$ cat src/dcdiv_defs.svh
// constants for the dual output clock divider control block
// assumes inclusion by the design modules and the bench of this block
`ifndef DCDIV_DEFS_SVH
`define DCDIV_DEFS_SVH

// avalon byte offsets
`define DCDIV_OFS_CFG 5'h00
`define DCDIV_OFS_DIV 5'h04
`define DCDIV_OFS_DAC 5'h08
`define DCDIV_OFS_RANGE 5'h0C
`define DCDIV_OFS_STATUS 5'h10
`define DCDIV_OFS_FREQ 5'h14

// nonvolatile power-up image
`define DCDIV_CFG_RST 9'h060
`define DCDIV_DIV_RST 10'h000
`define DCDIV_DAC_RST 10'h1F4
`define DCDIV_RANGE_RST 5'h0A

// post divider value is field plus this base
`define DCDIV_DIV_BASE 11'h002
`define DCDIV_PRE_UNIT 11'h001

// status bit positions
`define DCDIV_ST_PD 0
`define DCDIV_ST_REF_DRV 1
`define DCDIV_ST_MAIN_DRV 2
`define DCDIV_ST_REF_PRE 3

// frequency figures in Hz
`define DCDIV_STEP_5K 32'h00001388
`define DCDIV_BAND_5K 32'h00271000
`define DCDIV_BAND_WIDE 32'h0030D400
`define DCDIV_BASE_DFLT 32'h01C9C380

`endif

$ cat src/dcdiv_pkg.sv
// types shared by the clock divider control block
// assumes dcdiv_defs.svh is on the include path
package dcdiv_pkg;

	// mode word, msb first
	typedef struct packed {
		logic main_pin_powerdown_mode;
		logic reference_pin_powerdown_mode;
		logic reference_prescale_select;
		logic reference_enable_mode;
		logic [1:0] reference_prescaler;
		logic [1:0] main_prescaler;
		logic post_divider_bypass;
	} dcdiv_cfg_s;

	typedef enum logic {
		DCDIV_GATE_OFF = 1'b0,
		DCDIV_GATE_ON = 1'b1
	} dcdiv_gate_e;

	typedef logic [10:0] dcdiv_div_t;

endpackage : dcdiv_pkg

$ cat src/dcdiv_stage.sv
// one divider stage: counts half periods of its input clock
// assumes run already carries the clock enable and the power-down stop
`timescale 1ns/1ps
`include "dcdiv_defs.svh"

module dcdiv_stage
	import dcdiv_pkg::*;
#(
	parameter int W = 11
) (
	input wire logic core_clk,
	input wire logic reset,
	input wire logic run,
	input wire logic half_tick_i,
	input wire logic [W-1:0] divisor,
	output logic level_q,
	output logic half_tick_o
);

	logic [W-1:0] cnt_q;
	logic wrap;

	// >= keeps a divisor lowered on the fly from stalling the count
	assign wrap = (divisor == '0) || (cnt_q >= divisor - W'(1));
	assign half_tick_o = run & half_tick_i & wrap;

	always_ff @(posedge core_clk) begin
		if (reset) begin
			cnt_q <= '0;
		end else if (run && half_tick_i) begin
			cnt_q <= wrap ? '0 : cnt_q + W'(1);
		end
	end

	always_ff @(posedge core_clk) begin
		if (reset) begin
			level_q <= 1'b0;
		end else if (half_tick_o) begin
			level_q <= ~level_q;
		end
	end
endmodule : dcdiv_stage

$ cat src/dcdiv_top.sv
// dual output clock divider control: prescalers, post divider, output gating
// assumes core_clk stands in for the master oscillator, one half period a cycle;
// the control pins are asynchronous, the avalon master is on core_clk
//
// Summary of operation
// - reference prescaler divides master by 1,2,4,8
// - main prescaler divides independently, feeds post divider
// - post divider divides by 2 to 1025
// - bypass routes main prescaler straight out
// - 10-bit word steps master frequency
// - range step shifts band 2.56 or 3.20 MHz
// - outputs enable synchronously, no glitch, at the next falling source edge
// - settings reload nonvolatile defaults at power-up
// - all reference bits clear: output off, pin powers down
// - select only: pin picks prescaled or master clock
// - enable mode: pin high tri-states reference output
// - powerdown mode: pin high powers down, else drives
// - main pin high tri-states main output
// - main powerdown mode: pin high powers down
// - both pins' power-down requests are ORed
// - divisor field 00,01,10,11 means 1,2,4,8
`timescale 1ns/1ps
`include "dcdiv_defs.svh"

module dcdiv_top
	import dcdiv_pkg::*;
#(
	parameter logic [31:0] STEP_HZ = `DCDIV_STEP_5K,
	parameter logic [31:0] BASE_HZ = `DCDIV_BASE_DFLT
) (
	input wire logic core_clk,
	input wire logic reset,
	input wire logic ce,
	input wire logic [4:0] avs_address,
	input wire logic avs_read,
	input wire logic avs_write,
	input wire logic [31:0] avs_writedata,
	input wire logic [3:0] avs_byteenable,
	output logic [31:0] avs_readdata,
	output logic avs_waitrequest,
	input wire logic reference_control_pin,
	input wire logic main_control_pin,
	output logic reference_clock_output,
	output logic reference_clock_output_oe,
	output logic main_clock_output,
	output logic main_clock_output_oe
);

	localparam logic [31:0] BAND_HZ = (STEP_HZ == `DCDIV_STEP_5K) ?
		`DCDIV_BAND_5K : `DCDIV_BAND_WIDE;

	////////////////////////////////////////////////////////////////////////////////
	// functions

	function automatic logic [31:0] be_merge(input logic [31:0] old_v,
		input logic [31:0] new_v, input logic [3:0] be);
		logic [31:0] r;
		r = old_v;
		for (int i = 0; i < 4; i++) begin
			if (be[i]) begin
				r[i*8 +: 8] = new_v[i*8 +: 8];
			end
		end
		return r;
	endfunction : be_merge

	function automatic dcdiv_div_t m_of(input logic [1:0] f);
		return `DCDIV_PRE_UNIT << f;
	endfunction : m_of

	////////////////////////////////////////////////////////////////////////////////
	// pin synchronisers, bit 0 reference, bit 1 main

	logic [1:0] pin_meta_q;
	logic [1:0] pin_s_q;
	logic ref_s;
	logic main_s;

	always_ff @(posedge core_clk) begin
		if (reset) begin
			pin_meta_q <= 2'h0;
			pin_s_q <= 2'h0;
		end else if (ce) begin
			pin_meta_q <= {main_control_pin, reference_control_pin};
			pin_s_q <= pin_meta_q;
		end
	end

	assign ref_s = pin_s_q[0];
	assign main_s = pin_s_q[1];

	////////////////////////////////////////////////////////////////////////////////
	// register file over avalon

	dcdiv_cfg_s cfg_q;
	logic [9:0] div_q;
	logic [9:0] dac_q;
	logic [4:0] range_q;
	logic ack_q;
	logic [31:0] rdata_q;
	logic [31:0] rd_val;
	logic [31:0] status;
	logic [31:0] freq_hz;
	logic [31:0] wr_cfg;
	logic [31:0] wr_div;
	logic [31:0] wr_dac;
	logic [31:0] wr_range;
	logic wr_fire;

	// answered on the second enabled edge; ce low stretches the wait, never loses a write
	assign avs_waitrequest = (avs_read | avs_write) & ~(ack_q & ce);
	assign avs_readdata = rdata_q;
	assign wr_fire = avs_write & ack_q & ce;

	always_ff @(posedge core_clk) begin
		if (reset) begin
			ack_q <= 1'b0;
		end else if (ce) begin
			ack_q <= (avs_read | avs_write) & ~ack_q;
		end
	end

	assign wr_cfg = be_merge(32'(cfg_q), avs_writedata, avs_byteenable);
	assign wr_div = be_merge(32'(div_q), avs_writedata, avs_byteenable);
	assign wr_dac = be_merge(32'(dac_q), avs_writedata, avs_byteenable);
	assign wr_range = be_merge(32'(range_q), avs_writedata, avs_byteenable);

	// reset stands for power-up and reloads the stored image
	always_ff @(posedge core_clk) begin
		if (reset) begin
			cfg_q <= dcdiv_cfg_s'(`DCDIV_CFG_RST);
			div_q <= `DCDIV_DIV_RST;
			dac_q <= `DCDIV_DAC_RST;
			range_q <= `DCDIV_RANGE_RST;
		end else if (wr_fire) begin
			case (avs_address)
				`DCDIV_OFS_CFG: cfg_q <= dcdiv_cfg_s'(wr_cfg[$bits(dcdiv_cfg_s)-1:0]);
				`DCDIV_OFS_DIV: div_q <= wr_div[9:0];
				`DCDIV_OFS_DAC: dac_q <= wr_dac[9:0];
				`DCDIV_OFS_RANGE: range_q <= wr_range[4:0];
				default: ;
			endcase
		end
	end

	// nominal master frequency, a readback aid for software
	assign freq_hz = BASE_HZ + 32'(range_q) * BAND_HZ + 32'(dac_q) * STEP_HZ;

	always_comb begin
		case (avs_address)
			`DCDIV_OFS_CFG: rd_val = 32'(cfg_q);
			`DCDIV_OFS_DIV: rd_val = 32'(div_q);
			`DCDIV_OFS_DAC: rd_val = 32'(dac_q);
			`DCDIV_OFS_RANGE: rd_val = 32'(range_q);
			`DCDIV_OFS_STATUS: rd_val = status;
			`DCDIV_OFS_FREQ: rd_val = freq_hz;
			default: rd_val = 32'h00000000;
		endcase
	end

	always_ff @(posedge core_clk) begin
		if (reset) begin
			rdata_q <= 32'h00000000;
		end else if (ce && avs_read && !ack_q) begin
			rdata_q <= rd_val;
		end
	end

	////////////////////////////////////////////////////////////////////////////////
	// power-down and mode decode

	logic pd_ref;
	logic pd;
	logic run;
	logic mux_mode;
	logic ref_use_pre;
	logic [1:0] want;

	assign pd_ref = ref_s & (cfg_q.reference_pin_powerdown_mode |
		(~cfg_q.reference_enable_mode & ~cfg_q.reference_prescale_select));
	assign pd = pd_ref | (cfg_q.main_pin_powerdown_mode & main_s);
	// the master stops while powered down, so every divider freezes in phase
	assign run = ce & ~pd;

	assign mux_mode = ~cfg_q.reference_enable_mode & cfg_q.reference_prescale_select &
		~cfg_q.reference_pin_powerdown_mode;
	// the mux switches at once; a switch mid-period can shorten one pulse
	assign ref_use_pre = mux_mode ? ref_s : cfg_q.reference_prescale_select;

	assign want[0] = ~pd & (mux_mode | ((cfg_q.reference_enable_mode |
		cfg_q.reference_pin_powerdown_mode) & ~ref_s));
	assign want[1] = ~pd & ~main_s;

	////////////////////////////////////////////////////////////////////////////////
	// clock chain

	logic mlvl_q;
	logic [1:0] pre_lvl;
	logic [1:0] pre_tick;
	dcdiv_div_t pre_div [2];
	logic post_lvl;
	logic post_tick;
	logic [1:0] src_lvl;
	logic [1:0] src_tick;

	always_ff @(posedge core_clk) begin
		if (reset) begin
			mlvl_q <= 1'b0;
		end else if (run) begin
			mlvl_q <= ~mlvl_q;
		end
	end

	assign pre_div[0] = m_of(cfg_q.reference_prescaler);
	assign pre_div[1] = m_of(cfg_q.main_prescaler);

	genvar g;
	generate
		for (g = 0; g < 2; g++) begin : g_pre
			dcdiv_stage #(.W(11)) u_pre (
				.core_clk(core_clk),
				.reset(reset),
				.run(run),
				.half_tick_i(1'b1),
				.divisor(pre_div[g]),
				.level_q(pre_lvl[g]),
				.half_tick_o(pre_tick[g])
			);
		end
	endgenerate

	dcdiv_stage #(.W(11)) u_post (
		.core_clk(core_clk),
		.reset(reset),
		.run(run),
		.half_tick_i(pre_tick[1]),
		.divisor(11'(div_q) + `DCDIV_DIV_BASE),
		.level_q(post_lvl),
		.half_tick_o(post_tick)
	);

	assign src_lvl[0] = ref_use_pre ? pre_lvl[0] : mlvl_q;
	assign src_tick[0] = ref_use_pre ? pre_tick[0] : run;
	assign src_lvl[1] = cfg_q.post_divider_bypass ? pre_lvl[1] : post_lvl;
	assign src_tick[1] = cfg_q.post_divider_bypass ? pre_tick[1] : post_tick;

	////////////////////////////////////////////////////////////////////////////////
	// output gates: open only on a falling source edge, close on one or at once on power-down

	generate
		for (g = 0; g < 2; g++) begin : g_gate
			dcdiv_gate_e gate_q;
			logic out_q;
			logic oe_q;
			logic fall;

			assign fall = src_tick[g] & src_lvl[g];

			always_ff @(posedge core_clk) begin
				if (reset) begin
					gate_q <= DCDIV_GATE_OFF;
				end else if (ce) begin
					if (pd) begin
						gate_q <= DCDIV_GATE_OFF;
					end else begin
						case (gate_q)
							DCDIV_GATE_OFF: begin
								if (want[g] && fall) begin
									gate_q <= DCDIV_GATE_ON;
								end
							end
							DCDIV_GATE_ON: begin
								if (!want[g] && fall) begin
									gate_q <= DCDIV_GATE_OFF;
								end
							end
							default: gate_q <= DCDIV_GATE_OFF;
						endcase
					end
				end
			end

			always_ff @(posedge core_clk) begin
				if (reset) begin
					out_q <= 1'b0;
					oe_q <= 1'b0;
				end else if (ce) begin
					oe_q <= (gate_q == DCDIV_GATE_ON) & ~pd;
					out_q <= (gate_q == DCDIV_GATE_ON) & src_lvl[g];
				end
			end
		end
	endgenerate

	assign reference_clock_output = g_gate[0].out_q;
	assign reference_clock_output_oe = g_gate[0].oe_q;
	assign main_clock_output = g_gate[1].out_q;
	assign main_clock_output_oe = g_gate[1].oe_q;

	always_comb begin
		status = 32'h00000000;
		status[`DCDIV_ST_PD] = pd;
		status[`DCDIV_ST_REF_DRV] = g_gate[0].oe_q;
		status[`DCDIV_ST_MAIN_DRV] = g_gate[1].oe_q;
		status[`DCDIV_ST_REF_PRE] = ref_use_pre;
	end

	logic ref_off_mode;
	assign ref_off_mode = ~cfg_q.reference_enable_mode & ~cfg_q.reference_prescale_select &
		~cfg_q.reference_pin_powerdown_mode;
endmodule : dcdiv_top

$ cat config.mk
export PLATFORM = sky130hd
export DESIGN_NAME = dcdiv_top
export DESIGN_NICKNAME = d
export VERILOG_FILES = /design/src/dcdiv_pkg.sv /design/src/dcdiv_stage.sv /design/src/dcdiv_top.sv
export VERILOG_INCLUDE_DIRS = /design/src
export SDC_FILE = /design/constraint.sdc
export NUM_CORES = 1
export LEC_CHECK = 0
export ABC_AREA = 1
export BUFFER_PORTS_ARGS = -buffer_cell sky130_fd_sc_hd__buf_2
export CAP_MARGIN = 20
export CORE_ASPECT_RATIO = 1.75
export CORE_MARGIN = 2
export CORE_UTILIZATION = 65
export CTS_CLUSTER_SIZE = 40
export DETAILED_ROUTE_END_ITERATION = 16
export PLACE_DENSITY = 0.87
export SYNTH_ARGS = -nofsm -noshare
export SYNTH_HDL_FRONTEND = slang
export SYNTH_SLANG_ARGS = --single-unit
$ cat constraint.sdc
create_clock -name core_clk -period 14.5 [get_ports core_clk]
set_clock_uncertainty 0.15 [all_clocks]
set_input_delay 2.9 -clock core_clk [delete_from_list [all_inputs] [get_ports core_clk]]
set_output_delay 2.9 -clock core_clk [all_outputs]
set_load 0.005 [all_outputs]
After elaboration in Yosys (flattened, before gate mapping)
Index checks and enable logic that the tools add are counted.
Storage, ports and cells
  logic and storage cells: 134
  output and inout bits: 37
  flip-flop bits (word level): 114
  input bits: 48
Operators by class
  reduce and logical (&&, ||, !) cells: 24
  eq/ne operators: 5
  multipliers: 2
  order comparisons: 3
  shift operators: 2
  multiplexer cells: 17
  add/subtract/negate cells: 9
  bitwise gates (word level): 43
Operators by type and width (count)
  case mux 29 bit (6 select lines): 1
  adder 11 x 1 -> 11 bit, second input constant: 3
  greater-or-equal comparator 11 bit: 3
  logical NOT 11 bit: 3
  2-to-1 mux 11 bit: 3
  subtractor 11 x 1 -> 11 bit, second input constant: 3
  adder 28 x 23 -> 29 bit: 1
  adder 25 x 27 -> 28 bit, first input constant: 1
  AND 1 bit: 24
  left shift 1 x 2 -> 11 bit, first input constant: 2
  AND reduction 3 bit: 7
  multiplier 10 x 10 -> 20 bit, second input constant: 1
  multiplier 5 x 10 -> 15 bit, second input constant: 1
  inverter 1 bit: 14
  adder 10 x 2 -> 11 bit, second input constant: 1
  2-to-1 mux 1 bit: 11
  == test 5 x 4 -> 1 bit, second input constant: 2
  == test 5 bit, second input constant: 2
  logical AND 1 bit: 7
  == test 5 x 3 -> 1 bit, second input constant: 1
  logical NOT 5 bit: 1
  bitwise OR 1 bit: 5
  case mux 1 bit (2 select lines): 2
  logical NOT 1 bit: 3
  logical OR 1 bit: 3

Longest topological paths before layout
  depth in word-level cells: 16
  mapped depth: 30
  gate-level depth less buffers: 30

Cells and area by module
Synthesis repeated with hierarchy kept, for this count alone.
Second synthesis, totals
  cells, all modules: 1357
  area, all modules: 9765.6 µm²
By module, submodules not included
  dcdiv_top: area an instance 6542.5 µm², times used 1, seq. area each 1481.4 µm², cells each 897
  dcdiv_stage (g_pre[0].u_pre ...): area an instance 1074.8 µm², times used 2, seq. area each 240.2 µm², cells each 154
  dcdiv_stage (u_post): area an instance 1073.5 µm², times used 1, seq. area each 240.2 µm², cells each 152

Least setup slack after synthesis
No wires, ideal clock.
  path kind: input to output
  start point: input ce
  end point: output avs_waitrequest
  arrival time: 3.097 ns
  required time: 11.450 ns
  setup slack: 8.353 ns
  path buffers: 0
  cell stages on the path: 3
  cell sequence: nand2_1 inv_1 nor2_1
On the way
  longest elaborated chain between the ends: 3
RTL lines
  start, declared: line dcdiv_top.sv:33  | input wire logic ce,
  AND 1 bit: line dcdiv_top.sv:111  | assign avs_waitrequest = (avs_read | avs_write) & ~(ack_q & ce);
  inverter 1 bit: line dcdiv_top.sv:111
  AND 1 bit: line dcdiv_top.sv:111
  end, declared: line dcdiv_top.sv:40  | output logic avs_waitrequest,
No other way between the ends.

Worst setup path after layout
Ends and elaborated chain as after synthesis.

==> metrics.txt <==
status complete, no violations; Final Hold Fails 0; Num CTS Buffers 9; worst r2r dst avs_readdata[21]; # IOs 85; startpoint class of the critical path input pin; synth warn 0; Crit Path Category input pin to output port; CTS tree done; P_sw approximately 190 uW; Setup Buffers After CTS 0; vias in the first global route ~7600; Final Cell Area between 0.009 and 0.01 sq mm; global-route met1 utilization 0.309; hold path endpoint g_pre[1].u_pre.cnt_q[7]; hold path start g_pre[1].u_pre.cnt_q[7]; met3 Use GR 0.0380; register-to-register setup slack approximately 8.4 ns; most frequent CP cell buf_2; Final ANT Viol Nets 0; CP Cell Sequence buf_2, nand2_1, inv_1, nor2_1, buf_2; placed instance area around 0.0090 sq mm; grt ovf 0; Hold Slack slightly below 0.3 ns; commonest non-fill, non-tap cell in the layout nand2_1; hold_buf cts 0; Initial Utilization 0.668; DRC viols 0; H-tree levels 3; reg2reg start dac_q[6]; Max-Cap Viols 0; die area approximately 0.014 sq mm; Critical Path Max Stage Delay 0.19 ns; gr usage total 0.307; Slew Viols, Final 0; Gate Count Post-Synth 1160; maximum VDD drop 0.0000585 V; dominant synthesized flop cell dfxtp_1; drt via density 5.69; Worst slew margin 0.377; root buffer cell clkbuf_16; register bit total from synthesis 110; Avg Cell Area, Syn ~7.5 sq um; Hold Path Class flip-flop to flip-flop; grt met2 use 0.583; site row count 55; Antenna diodes 0; Die Y roughly 160 um; Comb power frac 0.117; Leak 4.41 nW; first-pass GRT wire length around 35000 um; Bufs and invs on worst path 3; GRT Max-Usage Layer met2; WL/cell about 16 um; share of cells above drive strength 1 0.117; worst reg-to-reg path cell count 26; Seq pwr share 0.482; clk buf depth 2; # setup viols final 0; worst hold path depth 2; worst-path maximum fanout 8; Req. time, crit path ~11 ns; Power Total roughly 640 uW; fin crit share 0.448; DR pass1 iterations 7; async set or reset register ratio after synthesis 0; post-route insts no fill between 1000 and 1500; number of synthesized flops with an enable pin 0; setup_tns 0 ns; f_max roughly 150 MHz; PD cells roughly 68 mW/mm^2; drt total wl about 21000 um; Reg clk slew, reported paths approximately 0.080 ns; Area growth, synth to finish 8.50%; largest net degree at the start of global routing ~60; Slowest cell on crit path buf_2; CP endpoint kind output port; cell family with most CP delay buffers and inverters; Synth Cell Area just under 0.009 sq mm; Final Wtd Congestion around 0.94; sequential cell area fraction in the yosys report 0.255; commonest non-fill, non-tap cells in the layout nand2_1, inv_1, ha_1; Tmin final about 6.5 ns; Slew @ Worst Pin about 0.93 ns; Sw Share 0.294; clk_lat worst skew between 0.3 and 0.4 ns; cts repair resizes 0; antenna violations before repair 0; Fillers ~1100; TritonCTS Sinks 110; Core Region 0.0129 sq mm; Yosys cell types 57; internal power approximately 450 uW; Worst Path Arrival 3.44 ns; I/O Buffers 56; dpl hpwl ~17000 um; Placed Instances 1365; via count 7869; Clock power frac 0.401; RSZ-0062 raised after global routing no; DRT iter0 DRCs about 490; Post-layout nets approximately 1400; die width a little over 90 um
## area by class of cell
| type | count | area (sq um) | share of cell area |
|---|---|---|---|
| multi-input combinational | 835 | 5600 | 0.598 |
| sequential | 110 | 2200 | 0.235 |
| inverter | 191 | 719 | 0.0767 |
| timing repair buffer | 60 | 334 | 0.0356 |
| clock buffer | 9 | 225 | 0.0240 |
| tap | 171 | 214 | 0.0228 |
| clock inverter | 7 | 78.8 | 0.00841 |
## cells by family (layout without fill, tap and decap cells)
group / count (synthesis) / count (layout) / synth area share
other cells: 1 / 4 / 0.000434
mux: 1 / 1 / 0.00116
buf+inv: 218 / 267 / 0.0981
fa+ha+maj: 148 / 148 / 0.233
xor+xnor: 31 / 31 / 0.0323
compound gates: 249 / 249 / 0.167
simple gates: 402 / 402 / 0.213
flops: 110 / 110 / 0.255
## worst register-to-register path: cells and delay by family (launching register included)
family | cells | cell delay, ns
DFF | 1 | 0.45
xor gates and xnor gates | 1 | 0.27
and+or+nand+nor | 6 | 0.83
buffers and inverters | 4 | 0.36
AOI/OAI and AO/OA | 7 | 0.95
adders and majority gates | 8 | 3.01
## power groups by stage
stage | Combinational [mW] | Sequential, mW | Clock [mW]
final | 0.0753 | 0.309 | 0.257
after global routing | 0.0835 | 0.310 | 0.268
after CTS | 0.0731 | 0.309 | 0.258
after detailed placement | 0.0726 | 0.316 | 0
after global placement | 0.0708 | 0.316 | 0
after floorplan | 0.0520 | 0.315 | 0
## per-layer routing
layer / wire [um] / vias to the layer above
met2: 11400 / 247
met4: 1400 / 0
met3: 1090 / 93
li1: - / 3919
met5: 0 / -
met1: 7520 / 3610
## registers in the layout, summed over array words and instances, names as in the netlist, 2 cells and up
signal	cells
cfg_q	9
g_pre.u_pre.cnt_q	22
g_pre.u_pre.level_q	2
u_post.cnt_q	11
avs_readdata	28
dac_q	10
pin_s_q	2
g_gate.gate_q	2
div_q	10
range_q	5
pin_meta_q	2
## cells in the mapped netlist, types with 2 or more instances
library cell / n / area (sq um)
a211oi_1: 3 / 22.5
a21boi_1: 6 / 45.0
a21o_1: 3 / 22.5
a21oi_1: 107 / 536
a21oi_2: 11 / 96.3
a31oi_1: 2 / 12.5
and3_1: 2 / 12.5
buf_2: 4 / 20.0
buf_4: 4 / 30.0
clkbuf_1: 17 / 63.8
dfxtp_1: 110 / 2200
fa_1: 22 / 440
ha_1: 126 / 1580
inv_1: 183 / 687
inv_2: 7 / 26.3
nand2_1: 207 / 777
nand2_2: 6 / 37.5
nand3_1: 35 / 175
nand3_2: 12 / 120
nand3b_1: 4 / 30.0
nand4_1: 11 / 68.8
nor2_1: 82 / 308
nor2_2: 11 / 68.8
nor3_1: 14 / 70.1
nor3b_1: 2 / 15.0
nor3b_2: 2 / 25.0
nor4_1: 2 / 12.5
o2111ai_1: 3 / 26.3
o211ai_1: 11 / 82.6
o21a_1: 4 / 30.0
o21ai_0: 64 / 320
o21ai_1: 6 / 30.0
o21ai_2: 3 / 26.3
o21bai_1: 2 / 15.0
o221ai_1: 2 / 17.5
o22ai_1: 15 / 93.8
o31ai_1: 3 / 22.5
or2_2: 5 / 31.3
xnor2_1: 12 / 105
xor2_1: 18 / 158
## metrics by stage
stage           util  setup WS [ns]
3_5_place_dp   0.698           8.01
5_1_grt        0.725           7.94
2_1_floorplan      -           8.35
3_3_place_gp   0.698           8.03
4_1_cts        0.722           8.01
6_report       0.725           8.01
## worst max-delay path by stage
stage,start,endpoint,slack (ns),depth (start not counted)
after global placement,ce,avs_waitrequest,8.03,5
after detailed placement,ce,avs_waitrequest,8.01,5
after global routing,ce,avs_waitrequest,7.94,5
after CTS,ce,avs_waitrequest,8.01,5
final,ce,avs_waitrequest,8.01,5
after floorplan,ce,avs_waitrequest,8.35,3
Power figures use the tool's default switching activity.
